$ cat config.mk
export PLATFORM = sky130hd
export DESIGN_NAME = pia_top
export DESIGN_NICKNAME = d
export VERILOG_FILES = /design/src/logic/pia_pkg.sv /design/src/logic/pia_top.sv
export VERILOG_INCLUDE_DIRS = /design/src /design/src/logic
export SDC_FILE = /design/constraint.sdc
export NUM_CORES = 1
export LEC_CHECK = 0
export BUFFER_PORTS_ARGS = -buffer_cell sky130_fd_sc_hd__buf_4
export CORE_MARGIN = 5
export CORE_UTILIZATION = 58
export CTS_CLUSTER_SIZE = 12
export DETAILED_ROUTE_END_ITERATION = 8
export GPL_ROUTABILITY_DRIVEN = 0
export PLACE_DENSITY = 0.81
export SLEW_MARGIN = 20
export SYNTH_ARGS = -nofsm -noshare
export SYNTH_HDL_FRONTEND = slang
export SYNTH_SLANG_ARGS = --single-unit
$ cat constraint.sdc
create_clock -name pclk -period 15.1 [get_ports pclk]
set_clock_uncertainty 0.05 [all_clocks]
set_input_delay 0 -clock pclk [delete_from_list [all_inputs] [get_ports pclk]]
set_output_delay 0 -clock pclk [all_outputs]
set_load 0.005 [all_outputs]
$ cat src/logic/pia_defines.svh
`ifndef PIA_DEFINES_SVH
`define PIA_DEFINES_SVH

// source count and register byte offsets
`define PIA_NSRC 8
`define PIA_OFF_CTRL 8'h00
`define PIA_OFF_ENABLE 8'h04
`define PIA_OFF_PRIO 8'h08
`define PIA_OFF_MASK 8'h0C
`define PIA_OFF_STATUS 8'h10
`define PIA_OFF_LAST 8'h14

// control register fields
`define PIA_CTRL_MODE_LO 0
`define PIA_CTRL_MODE_HI 1
`define PIA_CTRL_BUS_LSB 2
`define PIA_CTRL_WAIT_LSB 5
// mask register fields
`define PIA_MASK_GBIT 0
`define PIA_MASK_LVL_LSB 4
`define PIA_MASK_TRACE 7
// status and last register fields
`define PIA_STAT_NMI 8
`define PIA_STAT_ST_LSB 12
`define PIA_STAT_BUSY 16
`define PIA_LAST_RESP_LSB 8

// mode encodings and top mask level
`define PIA_MODE_GLOBAL 2'h0
`define PIA_MODE_LEVEL 2'h2
`define PIA_LVL_MAX 3'h7

// reset values
`define PIA_RST_GMASK 1'b1
`define PIA_RST_LEVEL 3'h7
`define PIA_RST_ENABLE 8'h00

// state counts
`define PIA_PRIO_EXT 8'h03
`define PIA_PRIO_INT 8'h02
`define PIA_INTERNAL 8'h01
`define PIA_WAIT_BASE 8'h13

// vector numbers (arbitrary defaults)
`define PIA_VEC_NMI 8'h07
`define PIA_VEC_BASE 8'h10

`endif

$ cat src/logic/pia_pkg.sv
`include "pia_defines.svh"

package pia_pkg;

   // entry sequencer states
   typedef enum logic [3:0] {
      ST_IDLE = 4'h0,
      ST_PRIO = 4'h1,
      ST_WAIT = 4'h2,
      ST_ACPT = 4'h3,
      ST_STACK = 4'h4,
      ST_VECT = 4'h5,
      ST_POST = 4'h6,
      ST_FETCH = 4'h7
   } pia_st_t;

   // fetch bus kinds for the state-count function
   typedef enum logic [2:0] {
      BUS_INT = 3'h0,
      BUS_B8S2 = 3'h1,
      BUS_B8S3 = 3'h2,
      BUS_B16S2 = 3'h3,
      BUS_B16S3 = 3'h4
   } pia_bus_t;

   // apb answer group
   typedef struct packed {
      logic [31:0] prdata;
      logic pready;
      logic pslverr;
   } pia_apb_t;

   // cpu entry group
   typedef struct packed {
      logic busy;
      logic stack_push;
      logic [1:0] stack_word;
      logic vector_fetch;
      logic [15:0] vector_addr;
      logic insn_fetch;
      logic done;
   } pia_cpu_t;

   // whole block state
   typedef struct packed {
      logic [1:0] mode;
      logic [2:0] bus;
      logic [2:0] waits;
      logic [`PIA_NSRC-1:0] enable;
      logic [`PIA_NSRC-1:0][2:0] prio;
      logic gmask;
      logic [2:0] mlevel;
      logic trace;
      logic [`PIA_NSRC-1:0] pending;
      logic nmi_pend;
      pia_st_t st;
      logic [7:0] cnt;
      logic [1:0] word;
      logic [2:0] win_idx;
      logic win_nmi;
      logic win_ext;
      logic [2:0] win_lvl;
      logic [7:0] resp;
      logic [7:0] last_vec;
      logic [7:0] last_resp;
      pia_apb_t apb;
      pia_cpu_t cpu;
   } pia_regs_t;

endpackage

$ cat src/logic/pia_top.sv
// Functional notes
// - mode bits 00 select global-bit control, 10 select eight-level control; others prohibited.
// - a source reaches selection only while its enable bit is 1.
// - global mode: maskable requests accepted when global mask bit is 0, blocked when 1.
// - global mode with mask bit 1: only nmi accepted; others stay pending.
// - global mode: highest default-priority request wins, rest stay pending.
// - exception entry starts only after the current instruction completes.
// - global mode entry stacks program counter and condition code register.
// - global mode: after stacking the global mask bit becomes 1.
// - a vector address is generated for the accepted request and fetched.
// - level mode: source priority levels are compared against the 3-bit mask level.
// - level mode: highest level wins, ties go by default order, losers pend.
// - level mode: accept only when level is strictly above the mask level.
// - level mode entry stacks program counter, condition code and extended control.
// - level mode entry clears trace and loads the accepted level into the mask.
// - level mode: an accepted nmi loads mask level 7.
// - priority determination lasts 3 states external, 2 states internal.
// - instruction wait lasts 1 to 19 plus twice fetch states.
// - entry has two internal states: after acceptance and after vector fetch.
// - entry performs two instruction fetches: prefetch and handler prefetch.
// - fetch cost: internal 1, 8-bit 4 or 6+2m, 16-bit 2 or 3+m.
//
// The placing of the registers and register access over APB were chosen for this implementation.
`timescale 1ns/10ps
`include "pia_defines.svh"

module pia_top #(
   parameter logic [`PIA_NSRC-1:0] EXT_LINES = 8'h0F
) (
   input wire logic pclk, // apb clock, 250 MHz
   input wire logic presetn, // async reset, active low
   input wire logic psel, // apb select
   input wire logic penable, // apb access phase
   input wire logic pwrite, // apb direction
   input wire logic [7:0] paddr, // apb byte address
   input wire logic [31:0] pwdata, // apb write data
   output logic [31:0] prdata, // apb read data
   output logic pready, // apb ready
   output logic pslverr, // apb error on unmapped address
   input wire logic [`PIA_NSRC-1:0] src_req, // source requests
   input wire logic nmi_req, // non-maskable request
   input wire logic insn_done, // cpu: current instruction complete
   output logic entry_busy, // exception entry running
   output logic stack_push, // pulse: one stack word saved
   output logic [1:0] stack_word, // 0 pc, 1 condition codes, 2 extended control
   output logic vector_fetch, // pulse: vector read begins
   output logic [15:0] vector_addr, // vector location
   output logic insn_fetch, // pulse: one instruction fetch done
   output logic entry_done, // pulse: handler may start
   output logic global_mask, // global mask bit
   output logic [2:0] mask_level // current mask level
);

   pia_pkg::pia_regs_t r_q;
   pia_pkg::pia_regs_t r_d;

   // fetch state count per bus kind
   function automatic logic [7:0] fetch_cost(input logic [2:0] bus, input logic [2:0] m);
      logic [7:0] mw;
      mw = {5'h00, m};
      case (pia_pkg::pia_bus_t'(bus))
         pia_pkg::BUS_INT: fetch_cost = 8'h01;
         pia_pkg::BUS_B8S2: fetch_cost = 8'h04;
         pia_pkg::BUS_B8S3: fetch_cost = 8'h06 + {mw[6:0], 1'b0};
         pia_pkg::BUS_B16S2: fetch_cost = 8'h02;
         pia_pkg::BUS_B16S3: fetch_cost = 8'h03 + mw;
         default: fetch_cost = 8'h01;
      endcase
   endfunction

   logic [7:0] si;
   logic [`PIA_NSRC-1:0] req;
   logic found;
   logic [2:0] best;
   logic [2:0] blvl;
   logic acceptable;
   logic wr_en;
   logic rd_en;
   logic [1:0] last_word;
   logic [7:0] vec_num;

   // candidate selection; low index ranks highest by default
   always_comb begin
      si = fetch_cost(r_q.bus, r_q.waits);
      req = r_q.pending & r_q.enable;
      found = 1'b0;
      best = 3'h0;
      blvl = 3'h0;
      for (int i = 0; i < `PIA_NSRC; i++) begin
         if (req[i]) begin
            if (!found) begin
               found = 1'b1;
               best = 3'(i);
               blvl = (r_q.mode == `PIA_MODE_LEVEL) ? r_q.prio[i] : 3'h0;
            end else if (r_q.mode == `PIA_MODE_LEVEL && r_q.prio[i] > blvl) begin
               best = 3'(i);
               blvl = r_q.prio[i];
            end
         end
      end
      // nmi ignores every mask; prohibited modes take no maskable request
      case (r_q.mode)
         `PIA_MODE_GLOBAL: acceptable = r_q.nmi_pend | (found & ~r_q.gmask);
         `PIA_MODE_LEVEL: acceptable = r_q.nmi_pend | (found & (blvl > r_q.mlevel));
         default: acceptable = r_q.nmi_pend;
      endcase
      last_word = (r_q.mode == `PIA_MODE_LEVEL) ? 2'h2 : 2'h1;
      vec_num = r_q.win_nmi ? `PIA_VEC_NMI : `PIA_VEC_BASE + {5'h00, r_q.win_idx};
      wr_en = psel & penable & r_q.apb.pready & pwrite;
      rd_en = psel & penable & ~r_q.apb.pready & ~pwrite;
   end

   // next state: bus slave, capture, sequencer
   always_comb begin
      r_d = r_q;
      r_d.cpu.stack_push = 1'b0;
      r_d.cpu.vector_fetch = 1'b0;
      r_d.cpu.insn_fetch = 1'b0;
      r_d.cpu.done = 1'b0;
      // one wait state on every access keeps timing uniform
      r_d.apb.pready = psel & penable & ~r_q.apb.pready;
      if (psel & penable & ~r_q.apb.pready) begin
         r_d.apb.pslverr = 1'b0;
         r_d.apb.prdata = 32'h0000_0000;
         case (paddr)
            `PIA_OFF_CTRL: r_d.apb.prdata[7:0] = {r_q.waits, r_q.bus, r_q.mode};
            `PIA_OFF_ENABLE: r_d.apb.prdata[`PIA_NSRC-1:0] = r_q.enable;
            `PIA_OFF_PRIO: begin
               for (int i = 0; i < `PIA_NSRC; i++) begin
                  r_d.apb.prdata[4*i +: 3] = r_q.prio[i];
               end
            end
            `PIA_OFF_MASK: begin
               r_d.apb.prdata[`PIA_MASK_GBIT] = r_q.gmask;
               r_d.apb.prdata[`PIA_MASK_LVL_LSB +: 3] = r_q.mlevel;
               r_d.apb.prdata[`PIA_MASK_TRACE] = r_q.trace;
            end
            `PIA_OFF_STATUS: begin
               r_d.apb.prdata[`PIA_NSRC-1:0] = r_q.pending;
               r_d.apb.prdata[`PIA_STAT_NMI] = r_q.nmi_pend;
               r_d.apb.prdata[`PIA_STAT_ST_LSB +: 4] = r_q.st;
               r_d.apb.prdata[`PIA_STAT_BUSY] = r_q.cpu.busy;
            end
            `PIA_OFF_LAST: r_d.apb.prdata[15:0] = {r_q.last_resp, r_q.last_vec};
            default: r_d.apb.pslverr = 1'b1;
         endcase
         if (!rd_en) begin
            r_d.apb.prdata = 32'h0000_0000;
         end
      end else begin
         // answer stands one cycle only, so a stale error never leaks
         r_d.apb.pslverr = 1'b0;
         r_d.apb.prdata = 32'h0000_0000;
      end
      if (wr_en) begin
         case (paddr)
            `PIA_OFF_CTRL: begin
               r_d.mode = pwdata[`PIA_CTRL_MODE_HI:`PIA_CTRL_MODE_LO];
               r_d.bus = pwdata[`PIA_CTRL_BUS_LSB +: 3];
               r_d.waits = pwdata[`PIA_CTRL_WAIT_LSB +: 3];
            end
            `PIA_OFF_ENABLE: r_d.enable = pwdata[`PIA_NSRC-1:0];
            `PIA_OFF_PRIO: begin
               for (int i = 0; i < `PIA_NSRC; i++) begin
                  r_d.prio[i] = pwdata[4*i +: 3];
               end
            end
            `PIA_OFF_MASK: begin
               r_d.gmask = pwdata[`PIA_MASK_GBIT];
               r_d.mlevel = pwdata[`PIA_MASK_LVL_LSB +: 3];
               r_d.trace = pwdata[`PIA_MASK_TRACE];
            end
            default: ;
         endcase
      end
      // response time counter, saturating
      if (r_q.st != pia_pkg::ST_IDLE && r_q.resp != 8'hFF) begin
         r_d.resp = r_q.resp + 8'h01;
      end
      case (r_q.st)
         pia_pkg::ST_IDLE: begin
            if (acceptable) begin
               r_d.st = pia_pkg::ST_PRIO;
               r_d.win_nmi = r_q.nmi_pend;
               r_d.win_idx = best;
               r_d.win_lvl = blvl;
               r_d.win_ext = r_q.nmi_pend | EXT_LINES[best];
               r_d.cnt = (r_q.nmi_pend | EXT_LINES[best]) ? `PIA_PRIO_EXT : `PIA_PRIO_INT;
               r_d.resp = 8'h01;
               r_d.cpu.busy = 1'b1;
            end
         end
         pia_pkg::ST_PRIO: begin
            r_d.cnt = r_q.cnt - 8'h01;
            if (r_q.cnt == 8'h01) begin
               r_d.st = pia_pkg::ST_WAIT;
               // accepted one leaves pending; losers stay
               if (r_q.win_nmi) begin
                  r_d.nmi_pend = 1'b0;
               end else begin
                  r_d.pending[r_q.win_idx] = 1'b0;
               end
            end
         end
         pia_pkg::ST_WAIT: begin
            // length set by the cpu, 1 to 19+2*si states
            if (insn_done) begin
               r_d.st = pia_pkg::ST_ACPT;
               r_d.cnt = `PIA_INTERNAL;
            end
         end
         pia_pkg::ST_ACPT: begin
            r_d.st = pia_pkg::ST_STACK;
            r_d.cnt = si;
            r_d.word = 2'h0;
         end
         pia_pkg::ST_STACK: begin
            r_d.cnt = r_q.cnt - 8'h01;
            if (r_q.cnt == 8'h01) begin
               r_d.cpu.stack_push = 1'b1;
               r_d.cpu.stack_word = r_q.word;
               r_d.word = r_q.word + 2'h1;
               r_d.cnt = si;
               if (r_q.word == last_word) begin
                  r_d.st = pia_pkg::ST_VECT;
                  r_d.cnt = {si[6:0], 1'b0};
                  r_d.cpu.vector_fetch = 1'b1;
                  r_d.cpu.vector_addr = {6'h00, vec_num, 2'b00};
                  if (r_q.mode == `PIA_MODE_LEVEL) begin
                     r_d.trace = 1'b0;
                     r_d.mlevel = r_q.win_nmi ? `PIA_LVL_MAX : r_q.win_lvl;
                  end else begin
                     r_d.gmask = 1'b1;
                  end
               end
            end
         end
         pia_pkg::ST_VECT: begin
            r_d.cnt = r_q.cnt - 8'h01;
            if (r_q.cnt == 8'h01) begin
               r_d.st = pia_pkg::ST_POST;
               r_d.cnt = `PIA_INTERNAL;
            end
         end
         pia_pkg::ST_POST: begin
            r_d.st = pia_pkg::ST_FETCH;
            r_d.cnt = si;
            r_d.word = 2'h0;
         end
         pia_pkg::ST_FETCH: begin
            r_d.cnt = r_q.cnt - 8'h01;
            if (r_q.cnt == 8'h01) begin
               r_d.cpu.insn_fetch = 1'b1;
               r_d.word = r_q.word + 2'h1;
               r_d.cnt = si;
               if (r_q.word == 2'h1) begin
                  r_d.st = pia_pkg::ST_IDLE;
                  r_d.cpu.busy = 1'b0;
                  r_d.cpu.done = 1'b1;
                  r_d.last_vec = vec_num;
                  r_d.last_resp = r_d.resp;
               end
            end
         end
         default: r_d.st = pia_pkg::ST_IDLE;
      endcase
      // new arrivals win over the acceptance clear
      r_d.pending = r_d.pending | (src_req & r_q.enable);
      r_d.nmi_pend = r_d.nmi_pend | nmi_req;
   end

   // state register
   always_ff @(posedge pclk or negedge presetn) begin
      if (!presetn) begin
         r_q <= '0;
         r_q.gmask <= `PIA_RST_GMASK;
         r_q.mlevel <= `PIA_RST_LEVEL;
         r_q.enable <= `PIA_RST_ENABLE;
         r_q.st <= pia_pkg::ST_IDLE;
      end else begin
         r_q <= r_d;
      end
   end

   assign prdata = r_q.apb.prdata;
   assign pready = r_q.apb.pready;
   assign pslverr = r_q.apb.pslverr;
   assign entry_busy = r_q.cpu.busy;
   assign stack_push = r_q.cpu.stack_push;
   assign stack_word = r_q.cpu.stack_word;
   assign vector_fetch = r_q.cpu.vector_fetch;
   assign vector_addr = r_q.cpu.vector_addr;
   assign insn_fetch = r_q.cpu.insn_fetch;
   assign entry_done = r_q.cpu.done;
   assign global_mask = r_q.gmask;
   assign mask_level = r_q.mlevel;
endmodule

==> impl_results.md <==
* Status: finished clean
* Nets at 1023
* R2r setup slk at 1.98 ns
* Row count at 42
* Sw Share at 29.60%
* DRC at 0
* Routed vias/inst at 5.980
* FMAX at 76.22 MHz
* DRT iter0 DRCs at 699
* Leakage power at 4.309 nW
* Maximum single-stage delay on the critical path at 0.56 ns
* Data required time at the worst endpoint at 15.36 ns
* ANT nets after route at 0
* Most frequent cells in the layout: dfrtp_1 (131), nand2_1 (102), buf_4 (97)
* # Post-CTS Setup Buffers at 0
* DIE HEIGHT at 126.5 um
* Clock share of power at 38.5%
* Fin Setup TNS at 0 ns
* FFs w/ async S/R, synth at 100.0%
* Longest Clk Path Bufs at 2
* Pwr Density at 108.0 nW/um^2
* Crit-path slowest cell: nor3_2
* Internal power at 0.0007115 W
* Kind of cell adding the most delay to the critical path: compound AO/OA/AOI/OAI gates
* Synth unique cells at 78
* Final Cycle Share at 86.88%
* CTS sink cnt at 135
* CTS tree: done
* CP Buf/Inv Count at 0
* Vias in the first global route at 6620
* Sw Pwr at 0.0002991 W
* First-pass GRT wire length at 34110 um
* Worst-Skew Late Latency at 0.43 ns
* TritonRoute pass-1 iters at 7
* Slew @ Worst Pin at 0.8992 ns
* Drt wl/cell at 18.15 um
* Largest net degree at the start of global routing at 74
* Initial antenna violation count at 0
* Fill cells at 964
* Post-DP HPWL at 14480 um
* Post-Synthesis Cells at 862
* Critical Path End Type: register
* Syn Area/Cell at 9.129 um^2
* Main synth FF type: dfrtp_1
* FF+latch area at 3383 um^2
* Number of synthesis warnings at 0
* I/O Buffers at 93
* Sequential fraction of the synthesis area at 43.00%
* Area occupied by multi-input gates at 3910 um^2
* Most common cell after layout, fill and taps aside: dfrtp_1
* Hold Crit Class: in -> reg
* CP dominant cell by count: ha_1
* Gr usage total at 26.59%
* GRT overflow at 0
* Root buffer cell: clkbuf_16
* Min Tclk post-route at 13.12 ns
* Cell area after layout at 9360 um^2
* Core Box Area at 13300 um^2
* Initial Util at 59.19%
* Synth Register Bits at 135
* I/O pin total at 116
* Final wirelength at 20680 um
* Dpl cell area at 8349 um^2
* Startpoint Class: register
* Layout cell share with drive strength beyond 1 at 19.54%
* Cts bufs inserted at 17
* Area growth syn-to-layout at 18.95%
* Setup Viol. Count Final at 0
* CP arrival at 13.38 ns
* CP Class: reg -> reg
* Max_cap viols at 0
* Worst-path fanout max at 14
* Logic pwr share at 18.8%
* Max IR drop VDD at 0.09883 mV
* Worst-path clk slew at 0.06 ns
* Unrepaired setup endpoints after global routing: false
* Chip Width at 126.5 um
* Sequential Power Share at 42.8%
* Max Slew Vio Count at 0
* Vias at 6811
* Number of flops mapped to enable cells by yosys at 0
* Synthesized cell area at 7869 um^2
* Hold_ws at 0.02026 ns
* Rel. slew slack at 39.84%
* Final hold violations at 0
* Total die area at 16000 um^2
* CTS H-Tree Depth at 4
==> Yosys cell counts (all sizes together) (5+ instances only) <==
master	instances	area, um^2
o21ai	61	305.3
mux2i	15	150.1
nor3b	7	52.55
nand3	25	135.1
buf	57	421.7
nand2	102	382.9
dfrtp	131	3278
nor4	6	37.54
nor2	79	296.5
a22o	13	113.9
nor3	23	115.1
nand2b	9	56.30
or3	6	37.54
o211ai	6	63.81
ha	19	237.7
inv	27	101.4
xor2	5	43.79
and3	6	37.54
and2	15	96.34
mux2	36	405.4
clkbuf	33	123.9
a21o	6	45.04
a22oi	15	112.6
o32ai	5	43.79
o31ai	5	37.54
a21oi	52	264.0
xnor2	5	43.79
nor2b	9	63.81
a31oi	13	81.33
==> final timing paths <==
| kind | start | to | depth (start not counted) |
|---|---|---|---|
| worst max-delay path | r_q[156]$_DFFE_PN0P_ | r_q[99]$_DFFE_PN0P_ | 61 |
| worst min-delay path | paddr[2] | prdata[9]$_DFF_PN0_ | 3 |
| worst max register to register | r_q[156]$_DFFE_PN0P_ | r_q[99]$_DFFE_PN0P_ | 61 |
| worst min register to register | r_q[64]$_DFFE_PN0P_ | r_q[64]$_DFFE_PN0P_ | 2 |
| max in group asynchronous | presetn | r_q[146]$_DFFE_PN0P_ | 3 |
| min in group asynchronous | presetn | r_q[90]$_DFFE_PN0P_ | 2 |
==> power by group through the flow <==
| stage | clock (W) | sequential (W) | combinational (W) |
|---|---|---|---|
| floorplan | 0 | 0.000417 | 0.000146 |
| detailed placement | 0 | 0.000436 | 0.000176 |
| CTS | 0.000391 | 0.000430 | 0.000186 |
| global placement | 0 | 0.000435 | 0.000171 |
| finish | 0.000389 | 0.000432 | 0.000190 |
| global route | 0.000405 | 0.000438 | 0.000214 |
==> cell families after synthesis <==
kind of cell	Yosys count	synth area share, %
AO/OA/AOI/OAI	221	18.75
flip-flops	135	43.00
AND/OR/NAND/NOR	306	18.52
XOR/XNOR	10	1.113
other	1	0.04766
adder cells (fa/ha/maj)	21	3.291
buffers and inverters	117	8.221
multiplexers	51	7.060
==> state kept, by name (all words and copies together), names as in the netlist <==
register,flops
entry_busy,1
entry_done,1
global_mask,1
insn_fetch,1
mask_level,3
prdata,28
pready,1
pslverr,1
r_q,90
stack_push,1
stack_word,2
vector_addr,4
vector_fetch,1
==> per-layer routing <==
layer / GRT usage [%] / vias up / wire [um] / part of all wire (%)
li1: - / 3197 / - / -
met1: 35.81 / 3264 / 9076 / 44
met3: 7.650 / 48 / 1724 / 8.3
met2: 40.94 / 302 / 9331 / 45
met4: 10.16 / 0 / 543 / 2.6
met5: 0 / - / 0 / 0
==> cell type report <==
cell class              count  share of cell area, %
multi-input cells         625                  41.77
diodes                      1                0.02673
clock buffers              23                  5.106
inverters                  27                  1.083
clock inverters             9                 0.8020
well taps                 176                  2.353
repair buffers            143                  12.71
flip-flops and latches    135                  36.14
==> what timing repair did <==
item | CTS | global route
hold buffers | 45 | 0
resized for setup | 0 | 0
hold endpoints to repair | 122 | 0
==> per-stage QoR <==
stage	utilization [%]	worst slack (ns)	instances	power (W)
after floorplan	-	3.673	877	0.0005631
after global placement	62.80	2.052	1061	0.0006065
after detailed placement	62.80	1.893	1061	0.0006116
after CTS	70.35	1.736	1138	0.001008
after global routing	70.38	0.9677	1138	0.001057
final	70.40	1.981	1139	0.001011
==> worst min-delay path, cell delays in order <==
cell     delay (ns)
buf_4          0.25
nand3_1        0.12
a21oi_1        0.07
Note: power is estimated with default switching activity, not from simulation.
